`src/design/mpss_pkg.sv`:
```
// package for the module power and sleep sequencer
package mpss_pkg;

   // clock rate
   localparam int unsigned CLK_HZ = 10_000_000;

   // timing figures as printed
   localparam int unsigned PWRON_MIN_MS = 100;
   localparam int unsigned PWRON_CYC    = (PWRON_MIN_MS * (CLK_HZ / 1000));
   localparam int unsigned CNT_W        = 24;

   // power-off key hold, reset pulse window: not fixed, defaults chosen
   localparam int unsigned PWROFF_MIN_MS = 100;
   localparam int unsigned PWROFF_CYC    = (PWROFF_MIN_MS * (CLK_HZ / 1000));
   localparam int unsigned RST_MIN_US    = 100;
   localparam int unsigned RST_MIN_CYC   = (RST_MIN_US * (CLK_HZ / 1_000_000));
   localparam int unsigned RST_MAX_MS    = 1000;
   localparam int unsigned RST_MAX_CYC   = (RST_MAX_MS * (CLK_HZ / 1000));
   localparam int unsigned PWRDN_DONE_CYC = 16;

   // apb register byte offsets
   localparam logic [11:0] OFS_CTRL   = 12'h0000;
   localparam logic [11:0] OFS_CMD    = 12'h0004;
   localparam logic [11:0] OFS_STATUS = 12'h0008;

   // ctrl fields
   localparam int unsigned CTRL_SLEEP_CLK   = 0;
   localparam int unsigned CTRL_AIRCTL_EN   = 1;
   localparam int unsigned CTRL_HRDY_POL    = 2;
   localparam int unsigned CTRL_REMOTE_WAKE = 3;
   localparam int unsigned CTRL_USB_PATH    = 4;
   localparam int unsigned CTRL_FUN_LSB     = 8;
   localparam int unsigned FUN_W            = 3;
   localparam logic [31:0] CTRL_RESET       = 32'h0000_0100;

   // cmd fields (write one to act)
   localparam int unsigned CMD_POWER_OFF = 0;
   localparam int unsigned CMD_UNSOL     = 1;
   localparam int unsigned CMD_RADIO_REQ = 2;

   // functionality levels
   localparam logic [2:0] FUN_MIN  = 3'h0;
   localparam logic [2:0] FUN_FULL = 3'h1;
   localparam logic [2:0] FUN_AIR  = 3'h4;

   typedef enum logic [2:0] {
      MPSS_OFF,
      MPSS_BOOT,
      MPSS_ON,
      MPSS_SLEEP,
      MPSS_PWRDN
   } mpss_state_t;

   typedef struct packed {
      logic        psel;
      logic        penable;
      logic        pwrite;
      logic [11:0] paddr;
      logic [31:0] pwdata;
   } mpss_apb_req_t;

endpackage : mpss_pkg

```
`src/design/mpss_top.sv`:
```
// module power, sleep and reset sequencer with apb registers
`timescale 1ns/1ps
`default_nettype none
module mpss_top #(
   parameter int unsigned PWRON_CYCLES  = mpss_pkg::PWRON_CYC,
   parameter int unsigned PWROFF_CYCLES = mpss_pkg::PWROFF_CYC,
   parameter int unsigned RSTMAX_CYCLES = mpss_pkg::RST_MAX_CYC
) (
   // clock and reset
   input  wire logic        CORE_CLK_I,
   input  wire logic        SYS_RST_I,
   // apb slave
   input  wire logic        PSEL_I,
   input  wire logic        PENABLE_I,
   input  wire logic        PWRITE_I,
   input  wire logic [11:0] PADDR_I,
   input  wire logic [31:0] PWDATA_I,
   output logic      [31:0] PRDATA_O,
   output logic             PREADY_O,
   output logic             PSLVERR_O,
   // host pins
   input  wire logic        POWER_KEY_N_I,
   input  wire logic        RESET_N_I,
   input  wire logic        DTR_I,
   input  wire logic        RADIO_DISABLE_N_I,
   input  wire logic        HOST_READY_SENSE_I,
   input  wire logic        USB_BUS_POWER_INPUT_I,
   input  wire logic        USB_SUSPEND_I,
   input  wire logic        USB_RX_ACTIVITY_I,
   // module outputs
   output logic             STATUS_O,
   output logic             RI_O,
   output logic             USB_REMOTE_WAKE_O,
   output logic             RADIO_ON_O,
   output logic             CARD_ON_O,
   output logic             SLEEP_O,
   output logic             CORE_RESET_O
);

   localparam int unsigned SYN_W = 8;

   typedef struct packed {
      logic [SYN_W-1:0]                   s1;
      logic [SYN_W-1:0]                   s2;
      mpss_pkg::mpss_state_t              st;
      logic [mpss_pkg::CNT_W-1:0]         key_cnt;
      logic [mpss_pkg::CNT_W-1:0]         rst_cnt;
      logic [4:0]                         dn_cnt;
      logic                               key_long;
      logic [31:0]                        ctrl;
      logic                               unsol;
      logic                               pwroff_req;
      logic                               rej;
      logic [31:0]                        prdata;
      logic                               pready;
      logic                               pslverr;
      logic                               status;
      logic                               ri;
      logic                               rwake;
      logic                               radio_on;
      logic                               card_on;
      logic                               sleep;
      logic                               core_rst;
   } mpss_regs_t;

   mpss_regs_t            r_q;
   mpss_regs_t            r_d;
   mpss_pkg::mpss_apb_req_t apb;

   // saturating increment, shared by both pin timers
   function automatic logic [mpss_pkg::CNT_W-1:0] mpss_inc(
      input logic [mpss_pkg::CNT_W-1:0] v);
      mpss_inc = (&v) ? v : v + 1'b1;
   endfunction : mpss_inc

   assign apb.psel    = PSEL_I;
   assign apb.penable = PENABLE_I;
   assign apb.pwrite  = PWRITE_I;
   assign apb.paddr   = PADDR_I;
   assign apb.pwdata  = PWDATA_I;

   logic       key_n;
   logic       rst_n;
   logic       dtr;
   logic       radio_dis_n;
   logic       hrdy;
   logic       vbus;
   logic       susp;
   logic       usb_rx;
   logic [2:0] fun;
   logic       airplane;
   logic       host_asleep;
   logic       sleep_ok;
   logic       wake;
   logic       wr;
   logic       rd;

   always_comb begin
      r_d = r_q;
      // two-stage synchronisers; only stage two is read below
      r_d.s1 = {USB_RX_ACTIVITY_I, USB_SUSPEND_I, USB_BUS_POWER_INPUT_I,
                HOST_READY_SENSE_I, RADIO_DISABLE_N_I, DTR_I, RESET_N_I, POWER_KEY_N_I};
      r_d.s2 = r_q.s1;
      {usb_rx, susp, vbus, hrdy, radio_dis_n, dtr, rst_n, key_n} = r_q.s2;

      fun = r_q.ctrl[mpss_pkg::CTRL_FUN_LSB +: mpss_pkg::FUN_W];
      // pin only counts once enabled; pin idles high via pull-up
      airplane = (fun == mpss_pkg::FUN_AIR) || (fun == mpss_pkg::FUN_MIN) ||
                 (r_q.ctrl[mpss_pkg::CTRL_AIRCTL_EN] && !radio_dis_n);
      host_asleep = (hrdy != r_q.ctrl[mpss_pkg::CTRL_HRDY_POL]);

      if (r_q.ctrl[mpss_pkg::CTRL_USB_PATH]) begin
         // bus power removed counts as suspended
         sleep_ok = r_q.ctrl[mpss_pkg::CTRL_SLEEP_CLK] && dtr && (susp || !vbus);
         wake     = !dtr || (usb_rx && vbus) || (vbus && !susp);
      end else begin
         sleep_ok = r_q.ctrl[mpss_pkg::CTRL_SLEEP_CLK] && dtr;
         wake     = !dtr;
      end

      // apb: zero wait states, write at the access cycle, read data latched at the setup cycle
      wr = apb.psel && apb.penable && apb.pwrite;
      rd = apb.psel && apb.penable && !apb.pwrite;
      r_d.pready  = 1'b1;
      r_d.pslverr = 1'b0;
      r_d.prdata  = 32'h0000_0000;
      if (apb.psel && !apb.penable) begin
         if (apb.paddr == mpss_pkg::OFS_CTRL) begin
            r_d.prdata = r_q.ctrl;
         end else if (apb.paddr == mpss_pkg::OFS_CMD) begin
            r_d.prdata = 32'h0000_0000;
         end else if (apb.paddr == mpss_pkg::OFS_STATUS) begin
            r_d.prdata = {16'h0000, 5'h00, r_q.rej, host_asleep, airplane,
                          r_q.unsol, r_q.sleep, r_q.status, 2'b00, r_q.st};
         end else begin
            r_d.pslverr = 1'b1;
         end
      end else if (apb.psel) begin
         r_d.prdata  = r_q.prdata;
         r_d.pslverr = r_q.pslverr;
      end
      if (wr && apb.paddr == mpss_pkg::OFS_CTRL) begin
         r_d.ctrl = apb.pwdata;
      end
      if (wr && apb.paddr == mpss_pkg::OFS_CMD) begin
         if (apb.pwdata[mpss_pkg::CMD_POWER_OFF]) begin
            r_d.pwroff_req = 1'b1;
         end
         if (apb.pwdata[mpss_pkg::CMD_UNSOL]) begin
            r_d.unsol = 1'b1;
         end
         // radio dependent command: sticky reject flag while airplane
         if (apb.pwdata[mpss_pkg::CMD_RADIO_REQ] && airplane) begin
            r_d.rej = 1'b1;
         end
      end
      if (rd && apb.paddr == mpss_pkg::OFS_STATUS) begin
         r_d.rej = 1'b0;
      end

      // radio follows level and, when enabled, the disable pin; card follows level only; positioning is untouched
      r_d.radio_on = (r_q.st == mpss_pkg::MPSS_ON || r_q.st == mpss_pkg::MPSS_SLEEP)
                     && !airplane;
      r_d.card_on  = (r_q.st == mpss_pkg::MPSS_ON || r_q.st == mpss_pkg::MPSS_SLEEP)
                     && (fun != mpss_pkg::FUN_MIN);

      // key timer counts low time
      r_d.key_cnt = key_n ? '0 : mpss_inc(r_q.key_cnt);
      r_d.rst_cnt = rst_n ? '0 : mpss_inc(r_q.rst_cnt);
      r_d.core_rst = 1'b0;
      r_d.ri    = 1'b0;
      r_d.rwake = 1'b0;

      case (r_q.st)
         mpss_pkg::MPSS_OFF: begin
            r_d.status = 1'b0;
            r_d.sleep  = 1'b0;
            r_d.pwroff_req = 1'b0;
            // short presses never reach the count
            if (r_q.key_cnt >= mpss_pkg::CNT_W'(PWRON_CYCLES)) begin
               r_d.st = mpss_pkg::MPSS_BOOT;
            end
         end
         mpss_pkg::MPSS_BOOT: begin
            r_d.status   = 1'b1;
            r_d.key_long = 1'b0;
            // wait for release so the turn-on press is not read as turn-off
            if (key_n) begin
               r_d.st = mpss_pkg::MPSS_ON;
            end
         end
         mpss_pkg::MPSS_ON: begin
            r_d.sleep = 1'b0;
            if (r_q.key_cnt >= mpss_pkg::CNT_W'(PWROFF_CYCLES)) begin
               r_d.key_long = 1'b1;
            end
            if ((r_q.key_long && key_n) || r_q.pwroff_req) begin
               r_d.st     = mpss_pkg::MPSS_PWRDN;
               r_d.dn_cnt = '0;
            end else if (r_q.unsol && host_asleep) begin
               r_d.ri    = 1'b1;
               r_d.unsol = 1'b0;
            end else if (sleep_ok && !r_q.unsol && !wake) begin
               // usb data while suspended must not bounce back into sleep
               r_d.st = mpss_pkg::MPSS_SLEEP;
            end
         end
         mpss_pkg::MPSS_SLEEP: begin
            r_d.sleep = 1'b1;
            if (wake || !sleep_ok) begin
               r_d.st = mpss_pkg::MPSS_ON;
            end else if (r_q.unsol) begin
               r_d.unsol = 1'b0;
               if (r_q.ctrl[mpss_pkg::CTRL_USB_PATH] && r_q.ctrl[mpss_pkg::CTRL_REMOTE_WAKE]) begin
                  r_d.rwake = 1'b1;
               end else begin
                  r_d.ri = 1'b1;
               end
            end
            if (!key_n || r_q.pwroff_req) begin
               r_d.st = mpss_pkg::MPSS_ON;
            end
         end
         mpss_pkg::MPSS_PWRDN: begin
            r_d.sleep  = 1'b0;
            r_d.dn_cnt = r_q.dn_cnt + 5'd1;
            r_d.pwroff_req = 1'b0;
            if (r_q.dn_cnt == 5'(mpss_pkg::PWRDN_DONE_CYC)) begin
               r_d.status   = 1'b0;
               r_d.key_long = 1'b0;
               r_d.st       = mpss_pkg::MPSS_OFF;
            end
         end
         default: begin
            r_d.st = mpss_pkg::MPSS_OFF;
         end
      endcase

      // reset pulse acts on release, only inside the width window
      if (rst_n && r_q.rst_cnt >= mpss_pkg::CNT_W'(mpss_pkg::RST_MIN_CYC) &&
          r_q.rst_cnt <= mpss_pkg::CNT_W'(RSTMAX_CYCLES) &&
          r_q.st != mpss_pkg::MPSS_OFF) begin
         r_d.core_rst = 1'b1;
         r_d.st       = mpss_pkg::MPSS_BOOT;
         r_d.unsol    = 1'b0;
         r_d.ctrl     = mpss_pkg::CTRL_RESET;
      end
   end

   always_ff @(posedge CORE_CLK_I) begin
      if (SYS_RST_I) begin
         r_q <= '0;
         r_q.s1 <= '1;
         r_q.s2 <= '1;
         r_q.st <= mpss_pkg::MPSS_OFF;
         r_q.ctrl <= mpss_pkg::CTRL_RESET;
         r_q.pready <= 1'b1;
      end else begin
         r_q <= r_d;
      end
   end

   assign PRDATA_O          = r_q.prdata;
   assign PREADY_O          = r_q.pready;
   assign PSLVERR_O         = r_q.pslverr;
   assign STATUS_O          = r_q.status;
   assign RI_O              = r_q.ri;
   assign USB_REMOTE_WAKE_O = r_q.rwake;
   assign RADIO_ON_O        = r_q.radio_on;
   assign CARD_ON_O         = r_q.card_on;
   assign SLEEP_O           = r_q.sleep;
   assign CORE_RESET_O      = r_q.core_rst;

endmodule : mpss_top
`default_nettype wire
```
`config.mk`:
```
export PLATFORM = sky130hd
export DESIGN_NAME = mpss_top
export DESIGN_NICKNAME = d
export VERILOG_FILES = /design/src/design/mpss_pkg.sv /design/src/design/mpss_top.sv
export SDC_FILE = /design/constraint.sdc
export NUM_CORES = 1
export LEC_CHECK = 0
export BUFFER_PORTS_ARGS = -buffer_cell sky130_fd_sc_hd__buf_2
export CAP_MARGIN = 0
export CELL_PAD_IN_SITES_DETAIL_PLACEMENT = 1
export CELL_PAD_IN_SITES_GLOBAL_PLACEMENT = 1
export CORE_MARGIN = 10
export CORE_UTILIZATION = 35
export DETAILED_ROUTE_END_ITERATION = 10
export GPL_TIMING_DRIVEN = 0
export PLACE_DENSITY = 0.69
export SYNTH_ARGS = -nofsm -noshare
export SYNTH_HDL_FRONTEND = slang
export SYNTH_SLANG_ARGS = --single-unit
```
`constraint.sdc`:
```
create_clock -name CORE_CLK_I -period 3.5 [get_ports CORE_CLK_I]
set_input_delay 0.175 -clock CORE_CLK_I [delete_from_list [all_inputs] [get_ports CORE_CLK_I]]
set_output_delay 0.175 -clock CORE_CLK_I [all_outputs]
set_load 0.01 [all_outputs]
```
=== Word-level counts from Yosys, hierarchy flattened ===
Cells that the tools add are included.

* Bits of input ports: 57
* Register bits after elaboration: 149
* Output and inout port bits: 41

* Order comparisons: 3
* Add/subtract/negate cells: 3
* Reductions and logical operators: 68
* Bitwise gates (word level): 2
* Equality and inequality tests: 24
* Multiplexer cells: 46

{| class="wikitable"
|+ Operators with widths
! operator !! number
|-
| $mux 32 || 3
|-
| $add 24x1->24 const B || 2
|-
| $reduce_and 24->1 || 2
|-
| $mux 3 || 9
|-
| $ge 24x10->1 const B || 1
|-
| $ge 24x20->1 const B || 1
|-
| $le 24x24->1 const B || 1
|-
| $logic_and 1x1->1 || 23
|-
| $mux 1 || 22
|-
| $mux 11 || 2
|-
| $pmux 3 s5 || 1
|-
| $eq 12x3->1 const B || 1
|-
| $eq 12x4->1 const B || 1
|-
| $logic_not 12->1 || 1
|-
| $ne 3x3->1 const B || 4
|-
| $reduce_and 6->1 || 2
|-
| $reduce_bool 3->1 || 4
|-
| $logic_not 1->1 || 11
|-
| $pmux 5 s2 || 1
|-
| $logic_or 1x1->1 || 9
|-
| $ne 4x1->1 const B || 2
|-
| $reduce_and 2->1 || 4
|-
| $reduce_or 2->1 || 4
|-
| $eq 3x2->1 const B || 2
|-
| 19 further kinds || 33
|}

=== Longest topological paths before layout ===
Gate-level depths: netlist of the first run.

* Depth in word-level cells: 11
* Gate-level depth with buffers: 8

=== Least setup slack after synthesis of the first run ===
No wires, ideal clock.

* Path type: register -> register
* Start point: register r_q[98] in the netlist's numbering
* End point: register r_q[48] in the netlist's numbering
* Period minus slack after synthesis: 1.937 ns
* Cell stages (with the launch flop): 7
* Path slack: 1.563 ns
* Arrival time: 1.803 ns
* Buffers on the path: 1
* Setup time: 0.134 ns
* Cells stage by stage: dfxtp_1 > nor3_2 > nand3_1 > or4_4 > a211oi_4 > buf_6 > nor3_1

* Cells in the longest elaborated chain, start to end: 5
* Elaborated cells on any way between the ends: 6
* Classes of those cells: 2 x order compare; 4 x reduce/logical

{| class="wikitable"
|+ Ends and longest elaborated chain
! what !! RTL line !! RTL
|-
| start: declaration || mpss_top.sv:66 || <nowiki>mpss_regs_t r_q;</nowiki>
|-
| start signal: assignment || mpss_top.sv:259 || <nowiki>r_q <= r_d;</nowiki>
|-
| $ge 24x10->1 || mpss_top.sv:240 || <nowiki>if (rst_n && r_q.rst_cnt >= mpss_pkg::CNT_W'(mpss_pkg::RST_MIN_CYC) &&</nowiki>
|-
| $logic_and 1x1->1 || mpss_top.sv:240 ||
|-
| $logic_and 1x1->1 * || mpss_top.sv:240 ||
|-
| $logic_and 1x1->1 * || mpss_top.sv:241 || <nowiki>r_q.rst_cnt <= mpss_pkg::CNT_W'(RSTMAX_CYCLES) &&</nowiki>
|-
| $reduce_or 2->1 (no line) * || n/a ||
|}

Every way passes the cells marked *; elsewhere a longest branch is shown, timed or not.
A chain may end at the register's enable or synchronous reset.

=== Worst setup path after layout of the first run ===
* Start point: register r_q[98] in the netlist's numbering
* End point: register r_q[72] in the netlist's numbering

The elaborated chain is that of the path after synthesis.

==> flow_summary_export.csv, run 1 <==
group,metric,value,unit
layout,layout_commonest_cell,"dfxtp_1",
clock_network,cts-root-buf,"clkbuf_16",
setup_path,cp_slowest_cell,"or4_4",
clock_network,cts-resized-gates,0,
timing,setup_ws,1.18,ns
placement,port_buffers,96,
min_path,min_path_type,"primary input to register",
setup_path,worstSetupEndpoint,"r_q[72]",
logic_synthesis,syn_area,0.00666,mm²
setup_path,crit_start,"r_q[98]",
global_route,antenna_found_initial,1,
clock_network,clkLatencyLatePin,0.43,ns
timing,finalHoldViolations,0,
route,totalWireLength,19100,µm
logic_synthesis,synthMuxAreaShare,5.13,%
logic_synthesis,synthFlopType,"dfxtp_1",
timing,slew_viol_final,0,
route,wl_per_cell,17.1,µm
pwr,peakVddDrop,0.000303,V
logic_synthesis,synth-compound-area-share,11.6,%
placement,preCtsSetupSlack,1.20,ns
timing,timing.fmax,432,MHz
route,firstDrtPassIters,4,
route,route.detailed.drc,0,
placement,gp_congestion,0.794,
timing,rsz0062_at_grt,"no",
timing,skew,0.0110,ns
timing,fin_crit_sh,66.2,%
layout,fin_nets,932,
route,vias,5757,
layout,layout-area-overhead-vs-synth,21.4,%
clock_network,cts_setup_buffers,0,
global_route,grt_pass1_wl,30500,µm
logic_synthesis,ys_seq_area_share,44.5,%
timing,worst_pin_slew,0.697,ns
pwr,leakage,2.94,nW
clock_network,clockBufferDepth,2,
global_route,grt_pass1_vias,5877,
layout,drive_gt1_share,23.9,%
placement,hpwl,14100,µm
logic_synthesis,synthCells,746,
logic_synthesis,ys_warn_count,0,
logic_synthesis,synth-edff-count,0,
clock_network,cts_sinks,148,
setup_path,critPathArrivalTime,2.61,ns
logic_synthesis,syn_nets,809,
logic_synthesis,syn_avg_cell_area,8.93,µm²
floorplanning,die_area,0.0249,mm²
layout,final_util,43.2,%
setup_path,r2r_cells,6,
route,routed_via_density,5.15,
global_route,grt_use_total,15.3,%
floorplanning,dieWidth,158,µm
logic_synthesis,synth_top_family_by_area,"simple AND/OR/NAND/NOR gates",
setup_path,r2r-end,"r_q[72]",
logic_synthesis,synth_cell_types,60,
route,first_iter_violations,274,
logic_synthesis,synthSimpleGateAreaFrac,25.3,%
logic_synthesis,synth_xor_area_share,4.60,%
pwr,finalPower,0.00358,W
timing,final.min_clock_period,2.32,ns
floorplanning,initial_core_util,35.6,%
setup_path,slowest_delay,0.56,ns
clock_network,ctsHoldBuffers,8,
logic_synthesis,synth-seq-cells,148,
timing,tns,0,ns
run,max_cap_viol_count,0,
clock_network,cts_tree,"done",
setup_path,regToRegStartpoint,"r_q[98]",
floorplanning,io_pins,98,
logic_synthesis,synthArstFlopShare,0,%
global_route,grt_overflow,0,
route,detail-route-antenna-nets,0,
status,status,"finished clean",
setup_path,regToRegSetupSlack,1.18,ns
setup_path,crit_path_end_kind,"register",
setup_path,start_kind,"register",
floorplanning,die_h,158,µm
pwr,p_per_area,443,mW/mm²
setup_path,path_cells,"nor3_2 -> nand3_1 -> or4_4 -> a211oi_4 -> buf_6 -> nor3_1",
setup_path,critPathMaxFanout,10,
setup_path,required,3.79,ns
setup_path,criticalPathCategory,"register to register",
logic_synthesis,synthAdderAreaFrac,1.13,%
clock_network,clkTransAtPathRegs,0.07,ns
global_route,grt_max_degree,17,
timing,max_slew_margin,53.2,%
floorplanning,num_rows,50,
timing,setup_viol,0,
clock_network,cts-buffers-inserted,17,
floorplanning,core,0.0187,mm²
layout,final_cell_mix,"dfxtp_1, buf_2, nor2_1",
clock_network,cts-htree-levels,4,
-- critical path: cells and delay by family, from the launching register on --
kind            cells  cell delay (ns)
buf+inv             1             0.23
simple gates        4             1.06
compound gates      1             0.52
flops               1             0.37
-- area by class of cell --
type | count | area [µm²]
fillers | 2225 | 10600
multi-input cells | 511 | 3190
flip-flops and latches | 148 | 2960
repair buffers | 104 | 561
plain buffers | 74 | 459
clock buffers | 18 | 439
well taps | 234 | 293
clock inverters | 14 | 130
inverters | 13 | 48.8
diodes | 1 | 2.50
-- registers in the layout, indices dropped and copies added, names as in the netlist --
| name | count |
|---|---|
| CARD_ON_O | 1 |
| RADIO_ON_O | 1 |
| RI_O | 1 |
| STATUS_O | 1 |
| r_q | 94 |
| r_d | 8 |
| hrdy | 1 |
| fun | 3 |
| SLEEP_O | 1 |
| PSLVERR_O | 1 |
| CORE_RESET_O | 1 |
| key_n | 1 |
| dtr | 1 |
| USB_REMOTE_WAKE_O | 1 |
| PRDATA_O | 32 |
-- synth_stat cells (7+ instances only) --
cell,count,area [µm²]
a21oi_1,46,230
a22oi_1,32,240
buf_4,36,270
clkbuf_1,24,90.1
dfxtp_1,148,2960
inv_1,13,48.8
mux2i_1,33,330
nand2_1,41,154
nand3_1,26,130
nand4_1,17,106
nor2_1,83,312
nor3_1,51,255
nor3_2,7,70.1
nor4_1,14,87.6
o21ai_0,10,50.1
or2_2,19,119
or3_1,9,56.3
xnor2_1,32,280
-- routing by layer --
metal	track usage, %	vias up	wire [µm]	share of wire [%]
met1	19.9	2788	9110	48
met4	4.90	0	291	1.5
met5	0	-	0	0
li1	-	2861	-	-
met2	24.8	87	9020	47
met3	3.36	21	646	3.4
-- cell families (layout without fill, tap and decap cells) --
family,after synthesis,count (layout)
multiplexers,34,34
flip-flops,148,148
XOR/XNOR,35,35
AO/OA/AOI/OAI,119,119
buffers and inverters,87,223
AND/OR/NAND/NOR,316,316
other,1,2
adder cells (fa/ha/maj),6,6
-- through the flow --
step | hold slack (ns) | cell area (µm²) | cells
4_1_cts | 0.0190 | 8080 | 1116
3_3_place_gp | 0.361 | 7430 | 1076
6_report | 0.0316 | 8090 | 1117
3_5_place_dp | 0.364 | 7430 | 1076
5_1_grt | 0.0271 | 8090 | 1117
2_1_floorplan | 0.279 | 6660 | 746
-- worst min path at each step --
stage,cells past startpoint,start,to
floorplan,1,POWER_KEY_N_I,r_d[133]
global placement,2,USB_BUS_POWER_INPUT_I,r_d[138]
detailed placement,2,HOST_READY_SENSE_I,r_d[137]
CTS,3,PWDATA_I[15],r_q[59]
global route,3,PWDATA_I[16],r_q[60]
finish,3,PWDATA_I[17],r_q[61]
-- power by group --
part	switching [W]	leakage, nW	internal (W)
logic	0.0000688	1.46	0.0000494
registers	0.00000533	1.20	0.00170
clock network	0.000804	0.283	0.000960
No activity file was read; power rests on OpenSTA's default activity.
==> run 2: changes to the inputs <==
--- a/config.mk
+++ b/config.mk
@@ -5,6 +5,7 @@
 export SDC_FILE = /design/constraint.sdc
 export NUM_CORES = 1
 export LEC_CHECK = 0
+export ABC_AREA = 1
 export BUFFER_PORTS_ARGS = -buffer_cell sky130_fd_sc_hd__buf_2
 export CAP_MARGIN = 0
 export CELL_PAD_IN_SITES_DETAIL_PLACEMENT = 1
@@ -13,7 +14,7 @@
 export CORE_UTILIZATION = 35
 export DETAILED_ROUTE_END_ITERATION = 10
 export GPL_TIMING_DRIVEN = 0
-export PLACE_DENSITY = 0.69
+export PLACE_DENSITY = 0.71
 export SYNTH_ARGS = -nofsm -noshare
 export SYNTH_HDL_FRONTEND = slang
 export SYNTH_SLANG_ARGS = --single-unit
==> constraint.sdc (replaced) <==
create_clock -name CORE_CLK_I -period 2.2 [get_ports CORE_CLK_I]
set_input_delay 0.11 -clock CORE_CLK_I [delete_from_list [all_inputs] [get_ports CORE_CLK_I]]
set_output_delay 0.11 -clock CORE_CLK_I [all_outputs]
set_load 0.01 [all_outputs]
==> flow_summary_export.csv, run 2 <==
group,metric,value,unit
status,status,"finished clean",
global_route,grt_pass1_vias,7019,
clock_network,cts-root-buf,"clkbuf_16",
min_path,worstHoldEndpoint,"fun[0]",
logic_synthesis,syn_nets,1050,
timing,tns,0,ns
logic_synthesis,synth_xor_area_share,2.68,%
setup_path,slowest_delay,0.41,ns
logic_synthesis,synth-seq-cells,148,
setup_path,cp.buffers_inverters,3,
timing,setup_ws,0.212,ns
layout,fin_nets,1203,
setup_path,critPathArrivalTime,2.36,ns
global_route,grt_use_total,16.6,%
floorplanning,core,0.0202,mm²
route,vias,6851,
timing,finalHoldViolations,0,
placement,gp_congestion,0.823,
clock_network,cts-buffers-inserted,17,
floorplanning,num_rows,52,
logic_synthesis,synthMuxAreaShare,0,%
timing,max_slew_margin,58.2,%
timing,timing.fmax,503,MHz
logic_synthesis,synthSimpleGateAreaFrac,31.0,%
placement,preCtsSetupSlack,0.212,ns
setup_path,crit_path_end_kind,"register",
clock_network,clkLatencyLatePin,0.43,ns
route,highest_layer,"met4",
logic_synthesis,synth_top_family_by_area,"simple AND/OR/NAND/NOR gates",
clock_network,cts_sinks,148,
logic_synthesis,synthAdderAreaFrac,1.04,%
setup_path,path_cells,"ha_1 -> nand2_1 -> inv_2 -> nand4_4 -> nor2_2 -> nand3_1 -> nor2_4 -> buf_4 -> o21ai_0 -> inv_1",
route,route.detailed.drc,0,
pwr,seqPwrFrac,45.9,%
pwr,combPwrFrac,3.9,%
timing,fin_crit_sh,90.4,%
min_path,min_path_type,"primary input to register",
route,wl_met2,10100,µm
logic_synthesis,synthFlopType,"dfxtp_1",
layout,n_antenna_cell,0,
route,routed_via_density,4.81,
placement,hpwl,16100,µm
logic_synthesis,synthArstFlopShare,0,%
layout,final_area,0.00901,mm²
setup_path,r2r-end,"r_q[129]",
logic_synthesis,ys_seq_area_share,41.1,%
clock_network,cts_tree,"done",
min_path,hp-start,"PWDATA_I[8]",
pwr,p_int,0.00434,W
logic_synthesis,ys_warn_count,0,
layout,final_cells,1423,
floorplanning,die_area,0.0267,mm²
global_route,grt_pass1_wl,36000,µm
route,wl_met3,747,µm
logic_synthesis,synth-compound-area-share,12.3,%
pwr,switching_share,26.1,%
logic_synthesis,synthCells,987,
route,wl_per_cell,15.3,µm
layout,layout_commonest_cell,"nand2_1",
logic_synthesis,yosys.area.top_type_share,41.1,%
setup_path,regToRegStartpoint,"r_q[106]",
layout,regMostFlops,"r_q",
layout,layout-area-overhead-vs-synth,25.1,%
clock_network,clkTransAtPathRegs,0.08,ns
logic_synthesis,synth-edff-count,0,
clock_network,clockBufferDepth,2,
layout,drive_gt1_share,22.2,%
timing,worst_pin_slew,0.625,ns
setup_path,regToRegSetupSlack,0.21,ns
placement,port_buffers,95,
route,first_iter_violations,333,
global_route,grt_max_degree,19,
logic_synthesis,synth_cell_types,50,
timing,rsz0062_at_grt,"no",
setup_path,cp_top_family,"simple AND/OR/NAND/NOR gates",
floorplanning,dieWidth,163,µm
pwr,p_clk_share,50.2,%
placement,postPlaceCellArea,0.00801,mm²
pwr,p_per_area,653,mW/mm²
route,totalWireLength,21800,µm
logic_synthesis,post-synth-top-area-cell,"dfxtp_1",
pwr,leakage,3.87,nW
placement,place_inst,1352,
global_route,antenna_found_initial,0,
route,detail-route-antenna-nets,0,
pwr,peakVddDrop,0.000450,V
layout,largest_reg_flops,94,
timing,skew,0.0168,ns
route,met1_length,10700,µm
floorplanning,die_h,163,µm
min_path,hold_path_depth,3,
route,firstDrtPassIters,4,
floorplanning,io_pins,98,
global_route,grt_overflow,0,
setup_path,cp_slowest_cell,"dfxtp_1",
logic_synthesis,syn_avg_cell_area,7.30,µm²
timing,whs,0.0393,ns
logic_synthesis,synth.most_common_cell,"nand2_1",
timing,setup_viol,0,
clock_network,cts_setup_buffers,0,
logic_synthesis,synthTopCellsByCount,"nand2_1, dfxtp_1, inv_1",
clock_network,cts-htree-levels,4,
setup_path,critPathMaxFanout,10,
pwr,p_sw,0.00154,W
setup_path,start_kind,"register",
setup_path,criticalPathCategory,"register to register",
logic_synthesis,syn_area,0.00720,mm²
setup_path,r2r_cells,10,
timing,final.min_clock_period,1.99,ns
run,max_cap_viol_count,0,
logic_synthesis,ys_top_cells_by_area,"dfxtp_1, nand2_1, nand3_1",
floorplanning,initial_core_util,35.6,%
setup_path,required,2.57,ns
timing,slew_viol_final,0,
layout,final_cell_mix,"nand2_1, dfxtp_1, inv_1",
run 2: power groups by stage:
stage	registers (W)	clock network [W]	logic (W)
global placement	0.00276	0	0.000175
floorplan	0.00276	0	0.0000803
global route	0.00270	0.00316	0.000249
detailed placement	0.00276	0	0.000175
CTS	0.00270	0.00302	0.000230
finish	0.00270	0.00295	0.000227
run 2: kinds of logic (layout without fill, tap and decap cells):
family,Yosys count,in the layout
other cells,1,1
xor+xnor,22,22
simple gates,481,481
fa+ha+maj,6,6
compound gates,146,146
buf+inv,183,349
flops,148,148
run 2: how the worst max path moves through the flow:
stage,start,endpoint,cells past startpoint
after floorplan,r_q[82],r_q[91],11
after global placement,r_q[82],r_q[86],10
after detailed placement,r_q[82],r_q[86],10
after CTS,r_q[106],r_q[129],10
after global routing,r_q[106],r_q[125],10
final,r_q[106],r_q[129],10
run 2: final cells by class:
class,instances,area [µm²]
timing repair buffer,134,866
clock inverter,15,178
sequential,148,2960
tap,270,338
inverter,120,450
multi-input combinational,656,3390
fill,2571,11200
buffer,63,400
clock buffer,17,425
run 2: tightest hold or removal path, cell delays in order:
cell	delay [ns]
buf_2	0.09
nand3_1	0.10
nand4_1	0.12
run 2: through the flow:
stage	util, %	power, W
after CTS	44.5	0.00595
after floorplan	-	0.00284
after global placement	39.6	0.00294
after global routing	44.5	0.00611
after detailed placement	39.6	0.00294
final	44.5	0.00588
run 2: repair_timing:
item                       4_1_cts  5_1_grt
hold buffers                    39        0
setup endpoints to repair        0        1
hold endpoints to repair        40        0
gates resized for setup          0        1
run 2: routing by layer:
metal,up-vias,track usage [%]
li1,3480,-
met1,3241,21.9
met2,108,26.6
met3,22,3.50
met4,0,5.12
met5,-,0
==> run 3: changes to the inputs <==
==> constraint.sdc (replaced) <==
create_clock -name CORE_CLK_I -period 2.2 [get_ports CORE_CLK_I]
set_input_delay 0.44 -clock CORE_CLK_I [delete_from_list [all_inputs] [get_ports CORE_CLK_I]]
set_output_delay 0.44 -clock CORE_CLK_I [all_outputs]
set_load 0.01 [all_outputs]
==> flow_summary_export.csv, run 3 (synthesis results as in run 2) <==
group,metric,value,unit
layout,layout_commonest_cell,"nand2_1",
global_route,top_usage_layer,"met2",
timing,tns,0,ns
clock_network,cts-htree-levels,4,
pwr,p_sw,0.00154,W
route,first_iter_violations,341,
placement,place_inst,1352,
placement,gp_congestion,0.823,
route,wl_per_cell,15.4,µm
floorplanning,io_pins,98,
clock_network,clockBufferDepth,2,
clock_network,clkTransAtPathRegs,0.07,ns
layout,drive_gt1_share,23.0,%
setup_path,slowest_delay,0.41,ns
layout,largest_reg_flops,94,
setup_path,cp.buffers_inverters,3,
layout,multi_input_area,0.00339,mm²
layout,fillers,2594,
layout,n_antenna_cell,0,
timing,timing.fmax,505,MHz
pwr,p_per_area,678,mW/mm²
timing,worst_pin_slew,0.632,ns
layout,regMostFlops,"r_q",
clock_network,cts-buffers-inserted,17,
layout,final_util,42.6,%
clock_network,cts_sinks,148,
pwr,combPwrFrac,3.0,%
layout,layout-area-overhead-vs-synth,19.7,%
global_route,antenna_found_initial,0,
layout,seq_area,0.00296,mm²
route,route.detailed.drc,0,
timing,fin_crit_sh,90.0,%
global_route,grt_overflow,0,
setup_path,start_kind,"register",
setup_path,cp_top_family,"simple AND/OR/NAND/NOR gates",
status,status,"finished clean",
pwr,switching_share,26.4,%
global_route,met2_usage,25.7,%
setup_path,criticalPathCategory,"register to register",
layout,fin_nets,1164,
setup_path,regToRegStartpoint,"r_q[106]",
placement,port_buffers,95,
setup_path,critPathArrivalTime,2.35,ns
timing,max_slew_margin,57.7,%
pwr,p_int,0.00430,W
pwr,seqPwrFrac,46.2,%
timing,slew_viol_final,0,
setup_path,required,2.57,ns
min_path,min_path_type,"primary input to register",
timing,setup_viol,0,
setup_path,crit_start,"r_q[106]",
setup_path,cp_slowest_cell,"dfxtp_1",
global_route,use_met1,21.5,%
placement,preCtsSetupSlack,0.109,ns
layout,final_cells,1384,
floorplanning,die_area,0.0267,mm²
timing,finalHoldViolations,0,
setup_path,regToRegSetupSlack,0.22,ns
route,detail-route-antenna-nets,0,
route,totalWireLength,21200,µm
timing,skew,0.0171,ns
floorplanning,initial_core_util,35.6,%
route,routed_via_density,4.82,
clock_network,clkLatencyLatePin,0.44,ns
global_route,grt_pass1_wl,35100,µm
timing,rsz0062_at_grt,"no",
min_path,hp-start,"POWER_KEY_N_I",
global_route,use_met3,3.70,%
clock_network,cts-root-buf,"clkbuf_16",
floorplanning,num_rows,52,
setup_path,crit_path_end_kind,"register",
run,max_cap_viol_count,0,
setup_path,path_cells,"ha_1 -> nand2_1 -> inv_2 -> nand4_4 -> nor2_2 -> nand3_1 -> nor2_4 -> buf_4 -> o21ai_0 -> inv_1",
setup_path,critPathMaxFanout,10,
timing,final.min_clock_period,1.98,ns
pwr,p_clk_share,50.8,%
timing,setup_ws,0.220,ns
pwr,leakage,3.71,nW
floorplanning,die_h,163,µm
route,vias,6667,
placement,hpwl,16100,µm
pwr,peakVddDrop,0.000460,V
layout,final_cell_mix,"nand2_1, dfxtp_1, inv_1",
global_route,grt_pass1_vias,6806,
floorplanning,dieWidth,163,µm
route,firstDrtPassIters,4,
clock_network,cts_tree,"done",
global_route,grt_max_degree,19,
global_route,grt_use_total,16.2,%
floorplanning,core,0.0202,mm²
clock_network,cts_setup_buffers,0,
[run 3: cell types whose count changed in the layout (fill, tap and decap cells not counted)]
cell / change
dlygate4sd3_1: -39
[run 3: final timing paths]
check                  end  cells past startpoint
setup / recovery  r_q[129]                     10
hold / removal    r_d[133]                      2
hold reg to reg   r_q[140]                      1
setup reg to reg  r_q[129]                     10
[run 3: per-layer routing]
| layer | up-vias | part of all wire, % |
|---|---|---|
| met5 | - | 0 |
| met2 | 98 | 46 |
| met4 | 0 | 1.3 |
| li1 | 3398 | - |
| met3 | 25 | 3.7 |
| met1 | 3146 | 49 |
[run 3: cell type report]
type                            instances  area share, %
Clock buffer                           17           4.94
Clock inverter                         15           2.06
Tap cell                              270           3.92
Multi-Input combinational cell        656           39.3
Sequential cell                       148           34.4
Timing Repair Buffer                   95           5.52
Inverter                              120           5.23
Buffer                                 63           4.65
[run 3: power groups by stage]
stage | combinational (W) | clock, W | sequential [W]
floorplan | 0.0000803 | 0 | 0.00276
global placement | 0.000175 | 0 | 0.00276
detailed placement | 0.000175 | 0 | 0.00276
CTS | 0.000176 | 0.00302 | 0.00270
global route | 0.000192 | 0.00316 | 0.00270
finish | 0.000173 | 0.00297 | 0.00270
[run 3: timing repair]
action | in CTS | in global routing
setup endpoints to repair | 0 | 1
gates resized for setup | 0 | 1
hold buffers | 0 | 0
[run 3: per-stage QoR]
step,total power [W],hold WS [ns],cell area (µm²)
after floorplan,0.00284,0.389,7200
after global placement,0.00294,0.392,8010
after detailed placement,0.00294,0.396,8010
after CTS,0.00590,0.194,8620
after global routing,0.00605,0.199,8620
final,0.00584,0.209,8620
